--- src/rtl/console_pkg.sv ---
package console_pkg;

  // timing
  localparam int  CLK_PERIOD_NS = 20;
  localparam real MC_FREQ_MHZ   = 2.5;
  localparam int  MC_PERIOD_NS  = $rtoi(1000.0 / MC_FREQ_MHZ);
  localparam real GATE_US       = 0.2;
  localparam int  GATE_CYCLES   = $rtoi(GATE_US * 1000.0 / CLK_PERIOD_NS);
  localparam real DISPLAY_DELAY_MS    = 16.6;
  localparam int  DISPLAY_DELAY_TICKS =
    $rtoi(DISPLAY_DELAY_MS * 1.0e6 / MC_PERIOD_NS + 0.999);

  // word layout
  localparam int ADDR_W = 15;
  localparam int HALF_W = 24;
  localparam int WORD_W = 48;
  localparam int OP_MSB = 23;
  localparam int OP_LSB = 18;
  localparam int J_MSB  = 17;
  localparam int J_LSB  = 15;
  localparam int M_MSB  = 14;
  localparam int SYNC_W = 13;

  localparam logic [ADDR_W-1:0] P_INIT = 15'h0010;

  // operation codes
  localparam logic [5:0] OP_JUMP   = 6'h3d;
  localparam logic [5:0] OP_STOP   = 6'h3e;
  localparam logic [5:0] OP_SKIP36 = 6'h1e;
  localparam logic [5:0] OP_SKIP37 = 6'h1f;
  localparam logic [5:0] OP_SKIP54 = 6'h2c;
  localparam logic [5:0] OP_SKIP64 = 6'h34;
  localparam logic [5:0] OP_SKIP67 = 6'h37;
  localparam logic [5:0] OP_EXTFN  = 6'h3c;
  localparam logic [2:0] J_SENSE   = 3'h7;

  // register map
  localparam int          AXI_AW     = 8;
  localparam logic [7:0]  CTRL_OFF   = 8'h00;
  localparam logic [7:0]  STATUS_OFF = 8'h04;
  localparam logic [7:0]  PADDR_OFF  = 8'h08;
  localparam logic [7:0]  PCR_OFF    = 8'h0c;
  localparam int CTRL_RUN   = 0;
  localparam int CTRL_STEP  = 1;
  localparam int CTRL_MCLR  = 2;
  localparam int CTRL_XCLR  = 3;
  localparam int ST_RUNNING = 0;
  localparam int ST_INIT    = 1;
  localparam int ST_FIRST   = 2;
  localparam int ST_SECOND  = 3;
  localparam int ST_LOWER   = 4;
  localparam int ST_DISPLAY = 5;
  localparam int ST_DELAY   = 6;
  localparam int ST_BUFFER  = 7;
  localparam int ST_REPEAT  = 8;
  localparam int ST_SWEEP   = 9;
  localparam logic [1:0] RESP_OKAY   = 2'h0;
  localparam logic [1:0] RESP_SLVERR = 2'h2;

  typedef enum logic [1:0] {EXIT_FULL, EXIT_HALF, EXIT_JUMP} exit_e;
  typedef enum logic [2:0] {
    S_STOP, S_RNI, S_MEM, S_CHECK, S_EXEC, S_WAIT
  } run_state_e;

endpackage

--- src/rtl/console_run_control.sv ---
`timescale 1ns/1ns
// Summary of operation
// - skip ops other than sense act only as upper: condition true gives full exit, else half
// - lower sense op repeats through half exit until condition, then full
// - run executes continuously; each step executes one instruction, halts, except the first step after master clear, which only fetches
// - run/step ignored while buffers busy; step still sets first stop
// - step beats run; step while running stops the machine
// - switch contacts become single pulses; display blanks, delayed pulse
// - run after master clear: jump exit fetch, second stop cleared, full speed
// - step after master clear: fetch pair, copy stop flag, halt fetch
// - step otherwise: execute current, copy flag at next fetch, halt there
// - run otherwise: clear second stop, execute current, keep running
// - master clear zeroes registers, address to octal 20, sets initial start
// - master clear keeps storage, hold rank and some flags unchanged
// - external clear pulses all equipment, any time, immediately
// - three jump switches give manual conditions for jump designators
// - three stop switches gate the stop instruction by designator
// - repeat mode blocks address advance on full fetch; jumps still load
// - sweep mode executes nothing, alternating full and half fetches
// - sweep full fetch shows upper half, half fetch lower half
// - free-running two-phase master clock, 2.5 MHz, 0.2 us phases
// - subroutine return jump loads saved address, fetch via jump exit, or half exit when exec_half
// - the five momentary switch inputs each give one clocked pulse; selectors stay levels
// - jump exit fetch does not advance the address, full exit does
module console_run_control
  import console_pkg::*;
#(
  parameter int DELAY_TICKS = console_pkg::DISPLAY_DELAY_TICKS
) (
  // clock and reset
  input  wire logic                        clk,
  input  wire logic                        rst_n,
  // console switches
  input  wire logic                        start_sw,
  input  wire logic                        step_sw,
  input  wire logic                        neutral_sw,
  input  wire logic                        clear_dn_sw,
  input  wire logic                        clear_up_sw,
  input  wire logic [2:0]                  sel_jump_sw,
  input  wire logic [2:0]                  sel_stop_sw,
  input  wire logic                        repeat_sw,
  input  wire logic                        sweep_sw,
  input  wire logic                        buffer_active,
  // storage read
  output logic                             mem_req,
  output logic [console_pkg::ADDR_W-1:0]   mem_addr,
  input  wire logic                        mem_ack,
  input  wire logic [console_pkg::WORD_W-1:0] mem_rdata,
  // execution unit
  output logic                             exec_req,
  output logic [console_pkg::HALF_W-1:0]   exec_instr,
  output logic                             exec_lower,
  input  wire logic                        exec_done,
  input  wire logic                        exec_cond,
  input  wire logic                        exec_load_p,
  input  wire logic [console_pkg::ADDR_W-1:0] exec_addr,
  input  wire logic                        exec_half,
  input  wire logic                        exec_stop,
  // console and equipment
  output logic                             display_on,
  output logic                             ext_master_clear,
  output logic                             even_phase,
  output logic                             odd_phase,
  // axi4-lite slave
  input  wire logic [console_pkg::AXI_AW-1:0] s_axi_awaddr,
  input  wire logic                        s_axi_awvalid,
  output logic                             s_axi_awready,
  input  wire logic [31:0]                 s_axi_wdata,
  input  wire logic [3:0]                  s_axi_wstrb,
  input  wire logic                        s_axi_wvalid,
  output logic                             s_axi_wready,
  output logic [1:0]                       s_axi_bresp,
  output logic                             s_axi_bvalid,
  input  wire logic                        s_axi_bready,
  input  wire logic [console_pkg::AXI_AW-1:0] s_axi_araddr,
  input  wire logic                        s_axi_arvalid,
  output logic                             s_axi_arready,
  output logic [31:0]                      s_axi_rdata,
  output logic [1:0]                       s_axi_rresp,
  output logic                             s_axi_rvalid,
  input  wire logic                        s_axi_rready
);
  import console_pkg::*;

  function automatic logic mapped(input logic [AXI_AW-1:0] a);
    return a == CTRL_OFF || a == STATUS_OFF || a == PADDR_OFF || a == PCR_OFF;
  endfunction

  // designator 0/4 unconditional, else switch (j-1) mod 4
  function automatic logic sw_sel(input logic [2:0] j, input logic [2:0] sw);
    logic [1:0] k;
    k = j[1:0];
    return (k == 2'h0) ? 1'b1 : sw[k - 2'h1];
  endfunction

  // master clock phases
  logic [4:0]       ph_cnt_reg;
  logic             even_reg;
  wire logic        ph_end  = ph_cnt_reg == 5'(GATE_CYCLES - 1);
  wire logic        mc_tick = ph_end && !even_reg;

  always_ff @(posedge clk or negedge rst_n) begin
    if (!rst_n) begin
      ph_cnt_reg <= '0;
      even_reg   <= 1'b1;
    end else begin
      ph_cnt_reg <= ph_end ? 5'h00 : ph_cnt_reg + 5'h01;
      if (ph_end) even_reg <= !even_reg;
    end
  end
  assign even_phase = even_reg;

  always_ff @(posedge clk or negedge rst_n) begin
    if (!rst_n) odd_phase <= 1'b0;
    else        odd_phase <= ph_end ? even_reg : !even_reg;
  end

  // switch resynchronisers; pulses from stage 2 against stage 3
  logic [SYNC_W-1:0] sync1_reg, sync2_reg, sync3_reg;
  wire logic [SYNC_W-1:0] raw_sw = {sweep_sw, repeat_sw, sel_stop_sw,
    sel_jump_sw, clear_up_sw, clear_dn_sw, neutral_sw, step_sw, start_sw};
  wire logic [4:0] sw_pulse = sync2_reg[4:0] & ~sync3_reg[4:0];
  wire logic [2:0] jump_lvl = sync2_reg[7:5];
  wire logic [2:0] stop_lvl = sync2_reg[10:8];
  wire logic       repeat_on = sync2_reg[11];
  wire logic       sweep_on  = sync2_reg[12];

  always_ff @(posedge clk or negedge rst_n) begin
    if (!rst_n) begin
      sync1_reg <= '0;
      sync2_reg <= '0;
      sync3_reg <= '0;
    end else begin
      sync1_reg <= raw_sw;
      sync2_reg <= sync1_reg;
      sync3_reg <= sync2_reg;
    end
  end

  // software command pulses from the control register
  logic       sw_run_reg, sw_step_reg, sw_mclr_reg, sw_xclr_reg;
  logic       armed_reg;
  wire logic  mclr_p = sw_pulse[3] || sw_mclr_reg;
  wire logic  run_p  = (sw_pulse[0] && armed_reg) || sw_run_reg;
  wire logic  step_p = (sw_pulse[1] && armed_reg) || sw_step_reg;

  // contact must pass neutral before another start or step counts
  always_ff @(posedge clk or negedge rst_n) begin
    if (!rst_n)                      armed_reg <= 1'b1;
    else if (sw_pulse[2])            armed_reg <= 1'b1;
    else if (sw_pulse[0] || sw_pulse[1]) armed_reg <= 1'b0;
  end

  always_ff @(posedge clk or negedge rst_n) begin
    if (!rst_n) ext_master_clear <= 1'b0;
    else        ext_master_clear <= sw_pulse[4] || sw_xclr_reg;
  end

  // display settling delay, counted in master clock periods
  logic [31:0] dly_cnt_reg;
  logic        dly_step_reg;
  wire logic   dly_busy = dly_cnt_reg != 32'h0;
  wire logic   dly_done = mc_tick && dly_cnt_reg == 32'h1;
  wire logic   run_go   = dly_done && !dly_step_reg;
  wire logic   step_go  = dly_done && dly_step_reg;

  always_ff @(posedge clk or negedge rst_n) begin
    if (!rst_n) begin
      dly_cnt_reg  <= '0;
      dly_step_reg <= 1'b0;
    end else if (mclr_p) begin
      dly_cnt_reg  <= '0;
      dly_step_reg <= 1'b0;
    end else if (run_p || step_p) begin
      dly_cnt_reg  <= 32'(DELAY_TICKS);
      dly_step_reg <= step_p || (dly_busy && dly_step_reg);
    end else if (mc_tick && dly_busy) begin
      dly_cnt_reg  <= dly_cnt_reg - 32'h1;
    end
  end

  // run control sequencer
  run_state_e        state_reg, state_next;
  exit_e             exit_reg, exit_next;
  logic [ADDR_W-1:0] p_reg, p_next;
  logic [HALF_W-1:0] pcr_reg, pcr_next;
  logic [HALF_W-1:0] hold_reg, hold_next;   // instruction_hold_rank
  logic lower_reg, lower_next;
  logic first_reg, first_next;              // first_stop_ff_cell
  logic second_reg, second_next;            // second_stop_flag
  logic init_reg, init_next;                // initial_start_flag
  logic resexec_reg, resexec_next;
  logic mreq_next, xreq_next;

  wire logic [5:0] op   = pcr_reg[OP_MSB:OP_LSB];
  wire logic [2:0] jdes = pcr_reg[J_MSB:J_LSB];
  wire logic is_jmp  = op == OP_JUMP || op == OP_STOP;
  wire logic is_ret  = is_jmp && jdes[2];
  wire logic is_efs  = op == OP_EXTFN && jdes == J_SENSE;
  wire logic is_skip = op == OP_SKIP36 || op == OP_SKIP37 ||
                       op == OP_SKIP54 || is_efs ||
                       (op >= OP_SKIP64 && op <= OP_SKIP67);
  wire logic jcond   = (op == OP_STOP) || sw_sel(jdes, jump_lvl);
  wire logic stop_c  = op == OP_STOP && jdes != J_SENSE &&
                       sw_sel(jdes, stop_lvl);
  wire exit_e normal_exit = lower_reg ? EXIT_FULL : EXIT_HALF;
  wire exit_e skip_exit   =
    (is_skip && (!lower_reg || is_efs)) ?
      (exec_cond ? EXIT_FULL : EXIT_HALF) : normal_exit;

  always_comb begin
    state_next   = state_reg;
    exit_next    = exit_reg;
    p_next       = p_reg;
    pcr_next     = pcr_reg;
    hold_next    = hold_reg;
    lower_next   = lower_reg;
    first_next   = first_reg;
    second_next  = second_reg;
    init_next    = init_reg;
    resexec_next = resexec_reg;
    mreq_next    = mem_req;
    xreq_next    = exec_req;
    if (mclr_p) begin
      // hold rank deliberately left alone, like storage
      state_next   = S_STOP;
      p_next       = P_INIT;
      pcr_next     = '0;
      lower_next   = 1'b0;
      first_next   = 1'b0;
      second_next  = 1'b0;
      init_next    = 1'b1;
      resexec_next = 1'b0;
      exit_next    = EXIT_FULL;
      mreq_next    = 1'b0;
      xreq_next    = 1'b0;
    end else begin
      unique case (state_reg)
        S_STOP: begin
          if (!buffer_active && (run_go || step_go)) begin
            if (!step_go) second_next = 1'b0;
            if (init_reg) begin
              init_next  = 1'b0;
              exit_next  = EXIT_JUMP;
              state_next = S_RNI;
            end else if (resexec_reg) begin
              state_next = S_EXEC;
            end else begin
              state_next = S_RNI;
            end
          end
        end
        S_RNI: begin
          unique case (exit_reg)
            EXIT_FULL: begin
              if (!repeat_on) p_next = p_reg + 15'h0001;
              mreq_next  = 1'b1;
              state_next = S_MEM;
            end
            EXIT_JUMP: begin
              mreq_next  = 1'b1;
              state_next = S_MEM;
            end
            EXIT_HALF: begin
              pcr_next   = hold_reg;
              lower_next = 1'b1;
              state_next = S_CHECK;
            end
            default: state_next = S_STOP;
          endcase
        end
        S_MEM: begin
          if (mem_ack) begin
            mreq_next  = 1'b0;
            pcr_next   = mem_rdata[WORD_W-1:HALF_W];
            hold_next  = mem_rdata[HALF_W-1:0];
            lower_next = 1'b0;
            state_next = S_CHECK;
          end
        end
        S_CHECK: begin
          second_next = first_reg;
          if (first_reg) begin
            first_next   = 1'b0;
            resexec_next = !sweep_on;
            exit_next    = normal_exit;
            state_next   = S_STOP;
          end else if (sweep_on) begin
            exit_next  = normal_exit;
            state_next = S_RNI;
          end else begin
            state_next = S_EXEC;
          end
        end
        S_EXEC: begin
          if (is_jmp && !jcond) begin
            exit_next  = normal_exit;
            state_next = S_RNI;
          end else if (is_jmp && !is_ret) begin
            p_next     = pcr_reg[M_MSB:0];
            exit_next  = EXIT_JUMP;
            resexec_next = 1'b0;
            state_next = stop_c ? S_STOP : S_RNI;
          end else begin
            xreq_next  = 1'b1;
            state_next = S_WAIT;
          end
        end
        S_WAIT: begin
          if (exec_done) begin
            xreq_next = 1'b0;
            if (exec_load_p) begin
              p_next     = exec_addr;
              exit_next  = exec_half ? EXIT_HALF : EXIT_JUMP;
              state_next = S_RNI;
            end else if (exec_stop) begin
              exit_next    = normal_exit;
              resexec_next = 1'b0;
              state_next   = S_STOP;
            end else begin
              exit_next  = skip_exit;
              state_next = S_RNI;
            end
          end
        end
      endcase
      // a step in flight always leaves the first stop set
      if (step_go && (buffer_active || state_reg != S_STOP || !resexec_reg
          || init_reg || state_reg == S_STOP))
        first_next = 1'b1;
    end
  end

  always_ff @(posedge clk or negedge rst_n) begin
    if (!rst_n) begin
      state_reg   <= S_STOP;
      exit_reg    <= EXIT_FULL;
      p_reg       <= P_INIT;
      pcr_reg     <= '0;
      hold_reg    <= '0;
      lower_reg   <= 1'b0;
      first_reg   <= 1'b0;
      second_reg  <= 1'b0;
      init_reg    <= 1'b1;
      resexec_reg <= 1'b0;
      mem_req     <= 1'b0;
      exec_req    <= 1'b0;
      display_on  <= 1'b1;
    end else begin
      state_reg   <= state_next;
      exit_reg    <= exit_next;
      p_reg       <= p_next;
      pcr_reg     <= pcr_next;
      hold_reg    <= hold_next;
      lower_reg   <= lower_next;
      first_reg   <= first_next;
      second_reg  <= second_next;
      init_reg    <= init_next;
      resexec_reg <= resexec_next;
      mem_req     <= mreq_next;
      exec_req    <= xreq_next;
      display_on  <= state_next == S_STOP && !(run_p || step_p) &&
                     !(dly_busy && !dly_done);
    end
  end

  assign mem_addr   = p_reg;
  assign exec_instr = pcr_reg;
  assign exec_lower = lower_reg;

  // axi4-lite: address and data taken in either order
  logic              aw_hold_reg, w_hold_reg;
  logic [AXI_AW-1:0] awaddr_reg;
  logic [31:0]       wdata_reg;
  logic [3:0]        wstrb_reg;
  wire logic         do_write = aw_hold_reg && w_hold_reg && !s_axi_bvalid;
  wire logic         ctrl_wr  = do_write && awaddr_reg == CTRL_OFF &&
                                wstrb_reg[0];
  wire logic         do_read  = s_axi_arvalid && s_axi_arready;
  wire logic [31:0]  status_w = {22'h0, sweep_on, repeat_on, buffer_active,
    dly_busy, display_on, lower_reg, second_reg, first_reg, init_reg,
    state_reg != S_STOP};
  wire logic [31:0]  rd_mux =
    (s_axi_araddr == STATUS_OFF) ? status_w :
    (s_axi_araddr == PADDR_OFF)  ? {17'h0, p_reg} :
    (s_axi_araddr == PCR_OFF)    ? {8'h0, pcr_reg} : 32'h0;

  assign s_axi_awready = !aw_hold_reg && !s_axi_bvalid;
  assign s_axi_wready  = !w_hold_reg && !s_axi_bvalid;
  assign s_axi_arready = !s_axi_rvalid;

  always_ff @(posedge clk or negedge rst_n) begin
    if (!rst_n) begin
      aw_hold_reg  <= 1'b0;
      w_hold_reg   <= 1'b0;
      awaddr_reg   <= '0;
      wdata_reg    <= '0;
      wstrb_reg    <= '0;
      s_axi_bvalid <= 1'b0;
      s_axi_bresp  <= RESP_OKAY;
    end else begin
      if (s_axi_awvalid && s_axi_awready) begin
        aw_hold_reg <= 1'b1;
        awaddr_reg  <= s_axi_awaddr;
      end
      if (s_axi_wvalid && s_axi_wready) begin
        w_hold_reg <= 1'b1;
        wdata_reg  <= s_axi_wdata;
        wstrb_reg  <= s_axi_wstrb;
      end
      if (do_write) begin
        aw_hold_reg  <= 1'b0;
        w_hold_reg   <= 1'b0;
        s_axi_bvalid <= 1'b1;
        s_axi_bresp  <= mapped(awaddr_reg) ? RESP_OKAY : RESP_SLVERR;
      end else if (s_axi_bready) begin
        s_axi_bvalid <= 1'b0;
      end
    end
  end

  // control bits are self-clearing command strobes
  always_ff @(posedge clk or negedge rst_n) begin
    if (!rst_n) begin
      sw_run_reg  <= 1'b0;
      sw_step_reg <= 1'b0;
      sw_mclr_reg <= 1'b0;
      sw_xclr_reg <= 1'b0;
    end else begin
      sw_run_reg  <= ctrl_wr && wdata_reg[CTRL_RUN];
      sw_step_reg <= ctrl_wr && wdata_reg[CTRL_STEP];
      sw_mclr_reg <= ctrl_wr && wdata_reg[CTRL_MCLR];
      sw_xclr_reg <= ctrl_wr && wdata_reg[CTRL_XCLR];
    end
  end

  always_ff @(posedge clk or negedge rst_n) begin
    if (!rst_n) begin
      s_axi_rvalid <= 1'b0;
      s_axi_rdata  <= '0;
      s_axi_rresp  <= RESP_OKAY;
    end else if (do_read) begin
      s_axi_rvalid <= 1'b1;
      s_axi_rdata  <= rd_mux;
      s_axi_rresp  <= mapped(s_axi_araddr) ? RESP_OKAY : RESP_SLVERR;
    end else if (s_axi_rready) begin
      s_axi_rvalid <= 1'b0;
    end
  end

endmodule

--- config.mk ---
export PLATFORM = sky130hd
export DESIGN_NAME = console_run_control
export DESIGN_NICKNAME = d
export VERILOG_FILES = /design/src/rtl/console_pkg.sv /design/src/rtl/console_run_control.sv
export SDC_FILE = /design/constraint.sdc
export NUM_CORES = 1
export LEC_CHECK = 0
export BUFFER_PORTS_ARGS = -buffer_cell sky130_fd_sc_hd__buf_2
export CORE_ASPECT_RATIO = 0.8
export CORE_MARGIN = 5
export CORE_UTILIZATION = 30
export DETAILED_ROUTE_END_ITERATION = 6
export PLACE_DENSITY = 0.62
export SYNTH_ARGS = -nofsm -noshare
export SYNTH_HDL_FRONTEND = slang
export SYNTH_SLANG_ARGS = --single-unit
--- constraint.sdc ---
create_clock -name clk -period 2.86 [get_ports clk]
set_input_delay 0.572 -clock clk [delete_from_list [all_inputs] [get_ports clk]]
set_output_delay 0.572 -clock clk [all_outputs]
set_load 0.03 [all_outputs]
==> impl_metrics.toml, run 1 <==
[power_and_ir_drop]
max-vdd-ir-drop_v = 0.000485
leakage_nw = 5.25
power.density_mw_per_mm2 = 905

[final_layout]
area_delta_synth_final_pct = 22.5
drive_gt1_share_pct = 29.0
instances_no_fill = 1511
finalInstanceArea_sq_mm = 0.0115
final_util_pct = 37.5
finish.net_count = 1233
largest_reg_flops = 32

[sta]
layout_min_cycle_time_ns = 2.56
setup_violations = 0
post-route-period-util_pct = 89.6
skew_ns = 0.0154
maxSlewViolCount = 0
relSlewSlack_pct = 50.7
rsz0062_at_grt = "no"
worstMarginPinSlew_ns = 0.740
max_freq_ghz = 0.390
finalSetupTns_ns = 0
hold_viol = 0

[routing]
wl_per_cell_um = 17.6
viasPerCell = 4.94
wl_met3_mm = 1.58
drtPass1Iterations = 5
wl_mm = 26.6
dr.first_iter.drc_count = 523
wl_met1_mm = 13.1
ant_nets = 0
via_count = 7464
drt_drc_violations_left = 0
top_layer = "met4"
wl_met2_mm = 11.6

[critical_path]
worst_ep_required_time_ns = 3.14
r2r_start = "exec_instr[16]"
start_kind = "register"
r2r_slack_ns = 0.30
cpPeakStageDelay_ns = 0.64
critPathMaxFanout = 13
crit_cells = 8
reg2reg_to = "mem_addr[8]"
path_buf_inv = 1
worstSetupStartpoint = "exec_instr[16]"
cp_slowest_cell = "or4_4"
path_class = "reg -> reg"
critPathTopFamily = "compound AO/OA/AOI/OAI gates"
reg2reg_depth = 8
endpoint = "mem_addr[8]"
worstPathArrival_ns = 2.85
endpoint_kind = "register"
crit_chain = "inv_1, ha_1, mux2i_1, o211a_1, a32o_2, or4_4, o21ai_0, a21oi_1"

[clocking]
htree_levels = 4
root_buffer = "clkbuf_16"
post_cts_resize_count = 0
numCtsBuffers = 17
cts_tree = "done"
cts.clk_slew.worst_paths_ns = 0.09
clock_path_buffers = 2
hold_buffers = 0
clock-sinks = 196
clock_latency_ns = 0.44
cts_setup_buffers = 0

[run]
cap_violations = 0

[synthesis]
synth.avg_cell_area_sq_um = 10.5
synth_cells = 891
synth_top_area_share_pct = 51.1
synth_edf_count = 0
yosysMostFrequentCell = "dfrtp_1"
synth_commonest_cells = "dfrtp_1, nor2_1, nand2_1"
synth_largest_area_cell = "dfrtp_1"
ys_warn_count = 0
synth_ff_type = "dfrtp_1"
ys_ff_latch = 196
ys_seq_area_share_pct = 52.5
netlist-cell-type-count = 65
synth_area_sq_mm = 0.00935
synth_area_leaders = "dfrtp_1, mux2i_1, mux2_2, nor2_1, a21oi_1"
synth-async-reset-ratio_pct = 100

[floorplanning]
dieArea_sq_mm = 0.0348
chipWidth_um = 207
io_pins = 229
core.rowCount = 57
die_h_um = 168
start_util_pct = 30.6
coreArea_sq_mm = 0.0305

[placed_design]
portBuffers = 187
place.gp.congestion = 0.860
dp_hpwl_mm = 20.0
place_area_sq_mm = 0.0109
post-place-cells = 1476

[grt]
antenna_found_initial = 3
grt_pass1_vias = 7184
grt_start_max_net_pins = 59
gr-total-overflow = 0
grt.total_usage_pct = 14.9
grt_pass1_wl_mm = 41.5

[outcome]
status = "completed"

[min_path]
hold_path.class = "in -> async"
==> metal layers <==
metal  vias to the layer above  track usage, %
li1                       3548               -
met1                      3660            22.6
met2                       239            21.6
met3                        17            3.13
met4                         0            3.71
met5                         -               0
==> worst min path at each step <==
stage	from	end	cells after the start
final	rst_n	hold_reg[15]	1
after global routing	rst_n	hold_reg[15]	1
after CTS	rst_n	hold_reg[15]	1
after detailed placement	sync1_reg[0]	sync2_reg[0]	0
after global placement	sync1_reg[9]	sync2_reg[9]	0
after floorplan	rst_n	aw_hold_reg	0
==> power by group <==
group | leakage [nW] | switching, W | internal (W) | total, W
registers | 2.51 | 0.000677 | 0.00340 | 0.00407
clock network | 0.295 | 0.00121 | 0.00121 | 0.00242
logic | 2.45 | 0.00236 | 0.00150 | 0.00387
total | 5.25 | 0.00425 | 0.00611 | 0.0104
==> cell usage in the layout, fill, tap and decap left out, drive strengths merged, types with 14 or more instances in the layout <==
| cell type | count |
|---|---|
| buf | 221 |
| xor2 | 21 |
| inv | 31 |
| a21oi | 53 |
| nand2 | 62 |
| nor4 | 14 |
| nand3 | 26 |
| mux2 | 42 |
| nor2 | 96 |
| o21ai | 44 |
| nor3 | 24 |
| clkbuf | 19 |
| a211oi | 31 |
| dfrtp | 191 |
| mux2i | 52 |
==> cell type report <==
type	count	area, sq um
diodes	3	7.51
clock buffers	18	439
clock inverters	14	154
fillers	3102	19100
inverters	21	78.8
multi-input cells	624	4130
flip-flops and latches	196	4910
well taps	413	517
repair buffers	222	1220
==> cell families (layout without fill, tap and decap cells) <==
group / count (synthesis) / count (layout) / synth area share (%)
muxes: 94 / 94 / 10.6
AOI/OAI and AO/OA: 181 / 181 / 12.5
adders and majority gates: 9 / 9 / 1.20
buffers and inverters: 80 / 275 / 3.87
xor gates and xnor gates: 33 / 33 / 3.09
and+or+nand+nor: 297 / 297 / 16.1
DFF: 196 / 196 / 52.5
other: 1 / 13 / 0.0401
==> through the flow <==
| stage | setup WS [ns] | hold slack (ns) | total power (W) |
|---|---|---|---|
| 3_5_place_dp | 0.331 | 0.335 | 0.00799 |
| 3_3_place_gp | 0.341 | 0.333 | 0.00792 |
| 4_1_cts | 0.306 | 0.103 | 0.0104 |
| 5_1_grt | 0.116 | 0.117 | 0.0110 |
| 2_1_floorplan | 0.210 | 0.276 | 0.00659 |
| 6_report | 0.296 | 0.0984 | 0.0104 |
No activity file was read; power rests on OpenSTA's default activity.
==> inputs of run 2 (changes only) <==
--- a/config.mk
+++ b/config.mk
@@ -6,11 +6,12 @@
 export NUM_CORES = 1
 export LEC_CHECK = 0
 export BUFFER_PORTS_ARGS = -buffer_cell sky130_fd_sc_hd__buf_2
-export CORE_ASPECT_RATIO = 0.8
+export CORE_ASPECT_RATIO = 1.2
 export CORE_MARGIN = 5
 export CORE_UTILIZATION = 30
 export DETAILED_ROUTE_END_ITERATION = 6
 export PLACE_DENSITY = 0.62
+export RECOVER_POWER = 100
 export SYNTH_ARGS = -nofsm -noshare
 export SYNTH_HDL_FRONTEND = slang
 export SYNTH_SLANG_ARGS = --single-unit
==> run 2 against run 1 <==
  * The run now ends with max-capacitance violations, max-slew violations left
  * Utilization down 0.62 points
  * Maximum frequency down 2.6%
  * Global-route usage up 0.057 points
  * Sequential cell count unchanged
  * First-iteration DRC count down 11%
  * Sequential share of layout area up 0.53 points
  * Clock skew up 0.0025 ns
  * Worst setup slack worse by 0.069 ns
  * Total power down 0.77%
  * Die area about the same
==> impl_metrics.toml, run 2 (synthesis gave the netlist of run 1 again) <==
[outcome]
status = "finished, violations left"
violations = "max-capacitance violations, max-slew violations"

[sta]
hold_viol = 0
post-route-period-util_pct = 92.1
max_freq_ghz = 0.380
setup_violations = 0
whs_ns = 0.230
relSlewSlack_pct = -9.66
layout_min_cycle_time_ns = 2.63
maxSlewViolCount = 66
finalSetupTns_ns = 0
skew_ns = 0.0179
rsz0062_at_grt = "no"
worstMarginPinSlew_ns = 1.64

[routing]
wl_per_cell_um = 17.4
ant_nets = 0
dr.first_iter.drc_count = 465
via_count = 7466
wl_mm = 26.1
drtPass1Iterations = 5
drt_drc_violations_left = 0
viasPerCell = 4.97

[power_and_ir_drop]
p_seq_share_pct = 39.4
power_frac_clock_pct = 24.2
total_power_w = 0.0103
max-vdd-ir-drop_v = 0.000451
intPower_w = 0.00600
switching_share_pct = 41.6
p_switching_w = 0.00428
power.density_mw_per_mm2 = 909
leakage_nw = 4.92
p_comb_share_pct = 36.4

[clocking]
clock_latency_ns = 0.44
cts_setup_buffers = 0
numCtsBuffers = 17
htree_levels = 4
root_buffer = "clkbuf_16"
cts_tree = "done"
cts.clk_slew.worst_paths_ns = 0.08
clock_path_buffers = 2
clock-sinks = 196

[grt]
grt_start_max_net_pins = 66
grt.total_usage_pct = 14.9
grt_pass1_wl_mm = 41.2
gr-total-overflow = 0
antenna_found_initial = 6
grt_pass1_vias = 7459

[floorplanning]
io_pins = 229
chipWidth_um = 171
dieArea_sq_mm = 0.0348
start_util_pct = 30.5
die_h_um = 203
core.rowCount = 70
coreArea_sq_mm = 0.0307

[critical_path]
r2r_start = "dly_cnt_reg[4]"
worstPathArrival_ns = 3.00
crit_chain = "or4_1, or3_1, a31o_1, or4_1, xor2_1, a21oi_1"
path_buf_inv = 0
cpPeakStageDelay_ns = 0.62
critPathTopFamily = "simple AND/OR/NAND/NOR gates"
cp_common_cell = "or4_1"
start_kind = "register"
cp_slowest_cell = "or4_1"
r2r_slack_ns = 0.23
endpoint_kind = "register"
critPathMaxFanout = 8
worstSetupStartpoint = "dly_cnt_reg[4]"
path_class = "reg -> reg"
worst_ep_required_time_ns = 3.23

[placed_design]
dp_hpwl_mm = 19.7
portBuffers = 187
place.gp.congestion = 0.835
place_area_sq_mm = 0.0109
post-place-cells = 1466

[min_path]
hold_start = "start_sw"
hold_path.class = "in -> reg"

[final_layout]
layout_commonest_cell = "dfrtp_1"
instances_no_fill = 1503
drive_gt1_share_pct = 21.1
finish.net_count = 1240
n_fill_cell = 3174
finalInstanceArea_sq_mm = 0.0113
largest_reg_flops = 32
final_cell_mix = "dfrtp_1, buf_2, nor2_1"
area_delta_synth_final_pct = 21.0

[run]
cap_violations = 1
## run 2: metrics by stage
| stage | setup slack (ns) | util (%) |
|---|---|---|
| after CTS | 0.254 | 37.5 |
| after detailed placement | 0.259 | 35.5 |
| after floorplan | 0.210 | - |
| final | 0.227 | 36.9 |
| after global placement | 0.357 | 35.5 |
| after global routing | 0.0460 | 36.9 |
## run 2: power by group through the flow
| stage | combinational [W] | clock (W) | sequential (W) |
|---|---|---|---|
| floorplan | 0.00217 | 0 | 0.00442 |
| global placement | 0.00384 | 0 | 0.00407 |
| detailed placement | 0.00388 | 0 | 0.00410 |
| CTS | 0.00390 | 0.00255 | 0.00404 |
| global route | 0.00408 | 0.00267 | 0.00415 |
| finish | 0.00374 | 0.00249 | 0.00405 |
## run 2: final timing paths
kind / to / depth (start not counted)
setup / recovery: dly_cnt_reg[13] / 6
hold / removal: sync1_reg[0] / 1
setup reg to reg: dly_cnt_reg[13] / 6
hold reg to reg: sync2_reg[11] / 0
max in group asynchronous: dly_cnt_reg[26] / 2
min in group asynchronous: hold_reg[16] / 1
## run 2: layer usage
layer	global-route usage [%]	routed length [um]	share of wire, %	up-vias
met2	23.8	12100	46	270
met5	0	27	0.10	-
met4	4.13	442	1.7	4
met1	20.2	11600	44	3591
li1	-	-	-	3571
met3	3.90	2000	7.6	30
## run 2: repair_timing
action / in CTS / in global routing
hold buffers: 0 / 0
resized for setup: 0 / 1
endpoints found under the setup margin: 0 / 1
endpoints found under the hold margin: 0 / 0
## run 2: layout make-up
type / count / area, sq um / share of cell area [%]
Tap cell: 396 / 495 / 4.38
Inverter: 21 / 78.8 / 0.697
Sequential cell: 196 / 4910 / 43.4
Clock buffer: 17 / 425 / 3.76
Timing Repair Buffer: 229 / 1100 / 9.75
Antenna cell: 5 / 12.5 / 0.111
Clock inverter: 15 / 198 / 1.75
Multi-Input combinational cell: 624 / 4090 / 36.1
==> inputs of run 3 (changes only) <==
--- a/config.mk
+++ b/config.mk
@@ -6,11 +6,13 @@
 export NUM_CORES = 1
 export LEC_CHECK = 0
 export BUFFER_PORTS_ARGS = -buffer_cell sky130_fd_sc_hd__buf_2
+export CELL_PAD_IN_SITES_DETAIL_PLACEMENT = 1
+export CELL_PAD_IN_SITES_GLOBAL_PLACEMENT = 1
 export CORE_ASPECT_RATIO = 1.2
 export CORE_MARGIN = 5
 export CORE_UTILIZATION = 30
 export DETAILED_ROUTE_END_ITERATION = 6
-export PLACE_DENSITY = 0.62
+export PLACE_DENSITY = 0.73
 export RECOVER_POWER = 100
 export SYNTH_ARGS = -nofsm -noshare
 export SYNTH_HDL_FRONTEND = slang
==> constraint.sdc (replaced) <==
create_clock -name clk -period 2.6 [get_ports clk]
set_input_delay 0.52 -clock clk [delete_from_list [all_inputs] [get_ports clk]]
set_output_delay 0.52 -clock clk [all_outputs]
set_load 0.03 [all_outputs]
==> run 3 against run 2 <==
  * The flow still finishes with violations (max-capacitance violations, max-slew violations)
  * Sequential cell count unchanged
  * Sequential power rose by 11%
  * Design area grew 0.94%
  * Wire length increased by 13%
  * Cell count is essentially flat
  * Clock skew up 0.0071 ns
  * Worst hold slack got worse by 0.052 ns
  * Maximum frequency grew 4.2%
  * Critical path type unchanged
  * Largest power group unchanged
==> impl_metrics.toml, run 3 (synthesis gave the netlist of run 1 again) <==
[outcome]
status = "finished, violations left"
violations = "max-capacitance violations, max-slew violations"

[routing]
drtPass1Iterations = 4
wl_per_cell_um = 19.6
dr.first_iter.drc_count = 478
wl_mm = 29.4
viasPerCell = 5.11
via_count = 7676
drt_drc_violations_left = 0
ant_nets = 0

[sta]
relSlewSlack_pct = -14.8
whs_ns = 0.178
rsz0062_at_grt = "yes"
skew_ns = 0.0251
worstMarginPinSlew_ns = 1.72
setup_violations = 0
max_freq_ghz = 0.396
fin_ws_ns = 0.0728
hold_viol = 0
layout_min_cycle_time_ns = 2.53
maxSlewViolCount = 64
post-route-period-util_pct = 97.2

[clocking]
root_buffer = "clkbuf_16"
htree_levels = 4
hold_buffers = 0
clock_path_buffers = 2
cts.clk_slew.worst_paths_ns = 0.08
cts_tree = "done"
clock_latency_ns = 0.45
cts_setup_buffers = 0
numCtsBuffers = 17
clock-sinks = 196

[min_path]
hold_path.class = "in -> reg"

[power_and_ir_drop]
power.density_mw_per_mm2 = 1020
intPower_w = 0.00675
max-vdd-ir-drop_v = 0.000515
leakage_nw = 4.98
p_seq_share_pct = 38.9
switching_share_pct = 41.9
p_comb_share_pct = 37.0
power_frac_clock_pct = 24.1
p_switching_w = 0.00486

[final_layout]
final_util_pct = 37.3
final_cell_mix = "dfrtp_1, buf_2, nor2_1"
finish.net_count = 1244
largest_reg_flops = 32
layout_commonest_cell = "dfrtp_1"
finalInstanceArea_sq_mm = 0.0114
drive_gt1_share_pct = 22.2
area_delta_synth_final_pct = 22.2
diodes = 0

[grt]
grt_pass1_wl_mm = 46.4
gr-total-overflow = 0
grt.total_usage_pct = 16.9
antenna_found_initial = 1
grt_start_max_net_pins = 66
grt_pass1_vias = 8317

[placed_design]
place_area_sq_mm = 0.0109
place_ws_ns = 0.00761
portBuffers = 187
dp_hpwl_mm = 22.1
place.gp.congestion = 0.865

[critical_path]
critPathMaxFanout = 8
endpoint_kind = "register"
worstPathArrival_ns = 2.90
cp_slowest_cell = "or4_4"
cpPeakStageDelay_ns = 0.54
worst_ep_required_time_ns = 2.97
critPathTopFamily = "simple AND/OR/NAND/NOR gates"
crit_chain = "or4_4, or3_1, a31o_4, or4_4, xor2_1, a21oi_1"
path_class = "reg -> reg"
start_kind = "register"
path_buf_inv = 0
cp_common_cell = "or4_4"

[floorplanning]
die_h_um = 203
chipWidth_um = 171
start_util_pct = 30.5
io_pins = 229
dieArea_sq_mm = 0.0348
core.rowCount = 70
coreArea_sq_mm = 0.0307

[run]
cap_violations = 1
run 3: per-layer routing:
layer	up-vias	routed length [um]	track usage, %
met3	33	1310	2.58
met4	2	771	6.03
met2	199	15300	30.0
met1	3863	12000	20.7
met5	-	7	0
li1	3579	-	-
run 3: path summary, 6_finish.rpt:
kind	start	endpoint	slack, ns	cells after the start
max in group asynchronous	rst_n	mem_addr[11]	0.57	2
min	clear_dn_sw	sync1_reg[3]	0.18	1
max	dly_cnt_reg[2]	dly_cnt_reg[13]	0.07	6
min reg2reg	sync1_reg[3]	sync2_reg[3]	0.35	0
max reg2reg	dly_cnt_reg[2]	dly_cnt_reg[13]	0.07	6
min in group asynchronous	rst_n	sync2_reg[8]	0.53	1
run 3: final cells by class:
type | count | area (sq um)
clock buffer | 17 | 425
clock inverter | 15 | 204
fill | 3594 | 19200
inverter | 21 | 78.8
multi-input combinational | 624 | 4120
sequential | 196 | 4910
tap | 396 | 495
timing repair buffer | 233 | 1180
run 3: per-stage QoR:
step	cells	total power, W	TNS (ns)
finish	1502	0.0116	0
global route	1502	0.0123	-0.0345
CTS	1502	0.0118	0
detailed placement	1470	0.00898	0
global placement	1470	0.00880	0
floorplan	900	0.00725	0
run 3: timing repair:
item,CTS,global route
endpoints found under the hold margin,0,0
resized for setup,0,7
endpoints found under the setup margin,1,17
gates cloned,0,0
pin swaps,1,1
run 3: power by group through the flow:
stage               registers, W  clock network [W]  logic (W)
detailed placement       0.00458                  0    0.00440
global route             0.00459            0.00301    0.00469
floorplan                0.00486                  0    0.00239
finish                   0.00451            0.00280    0.00429
CTS                      0.00452            0.00287    0.00443
global placement         0.00453                  0    0.00427
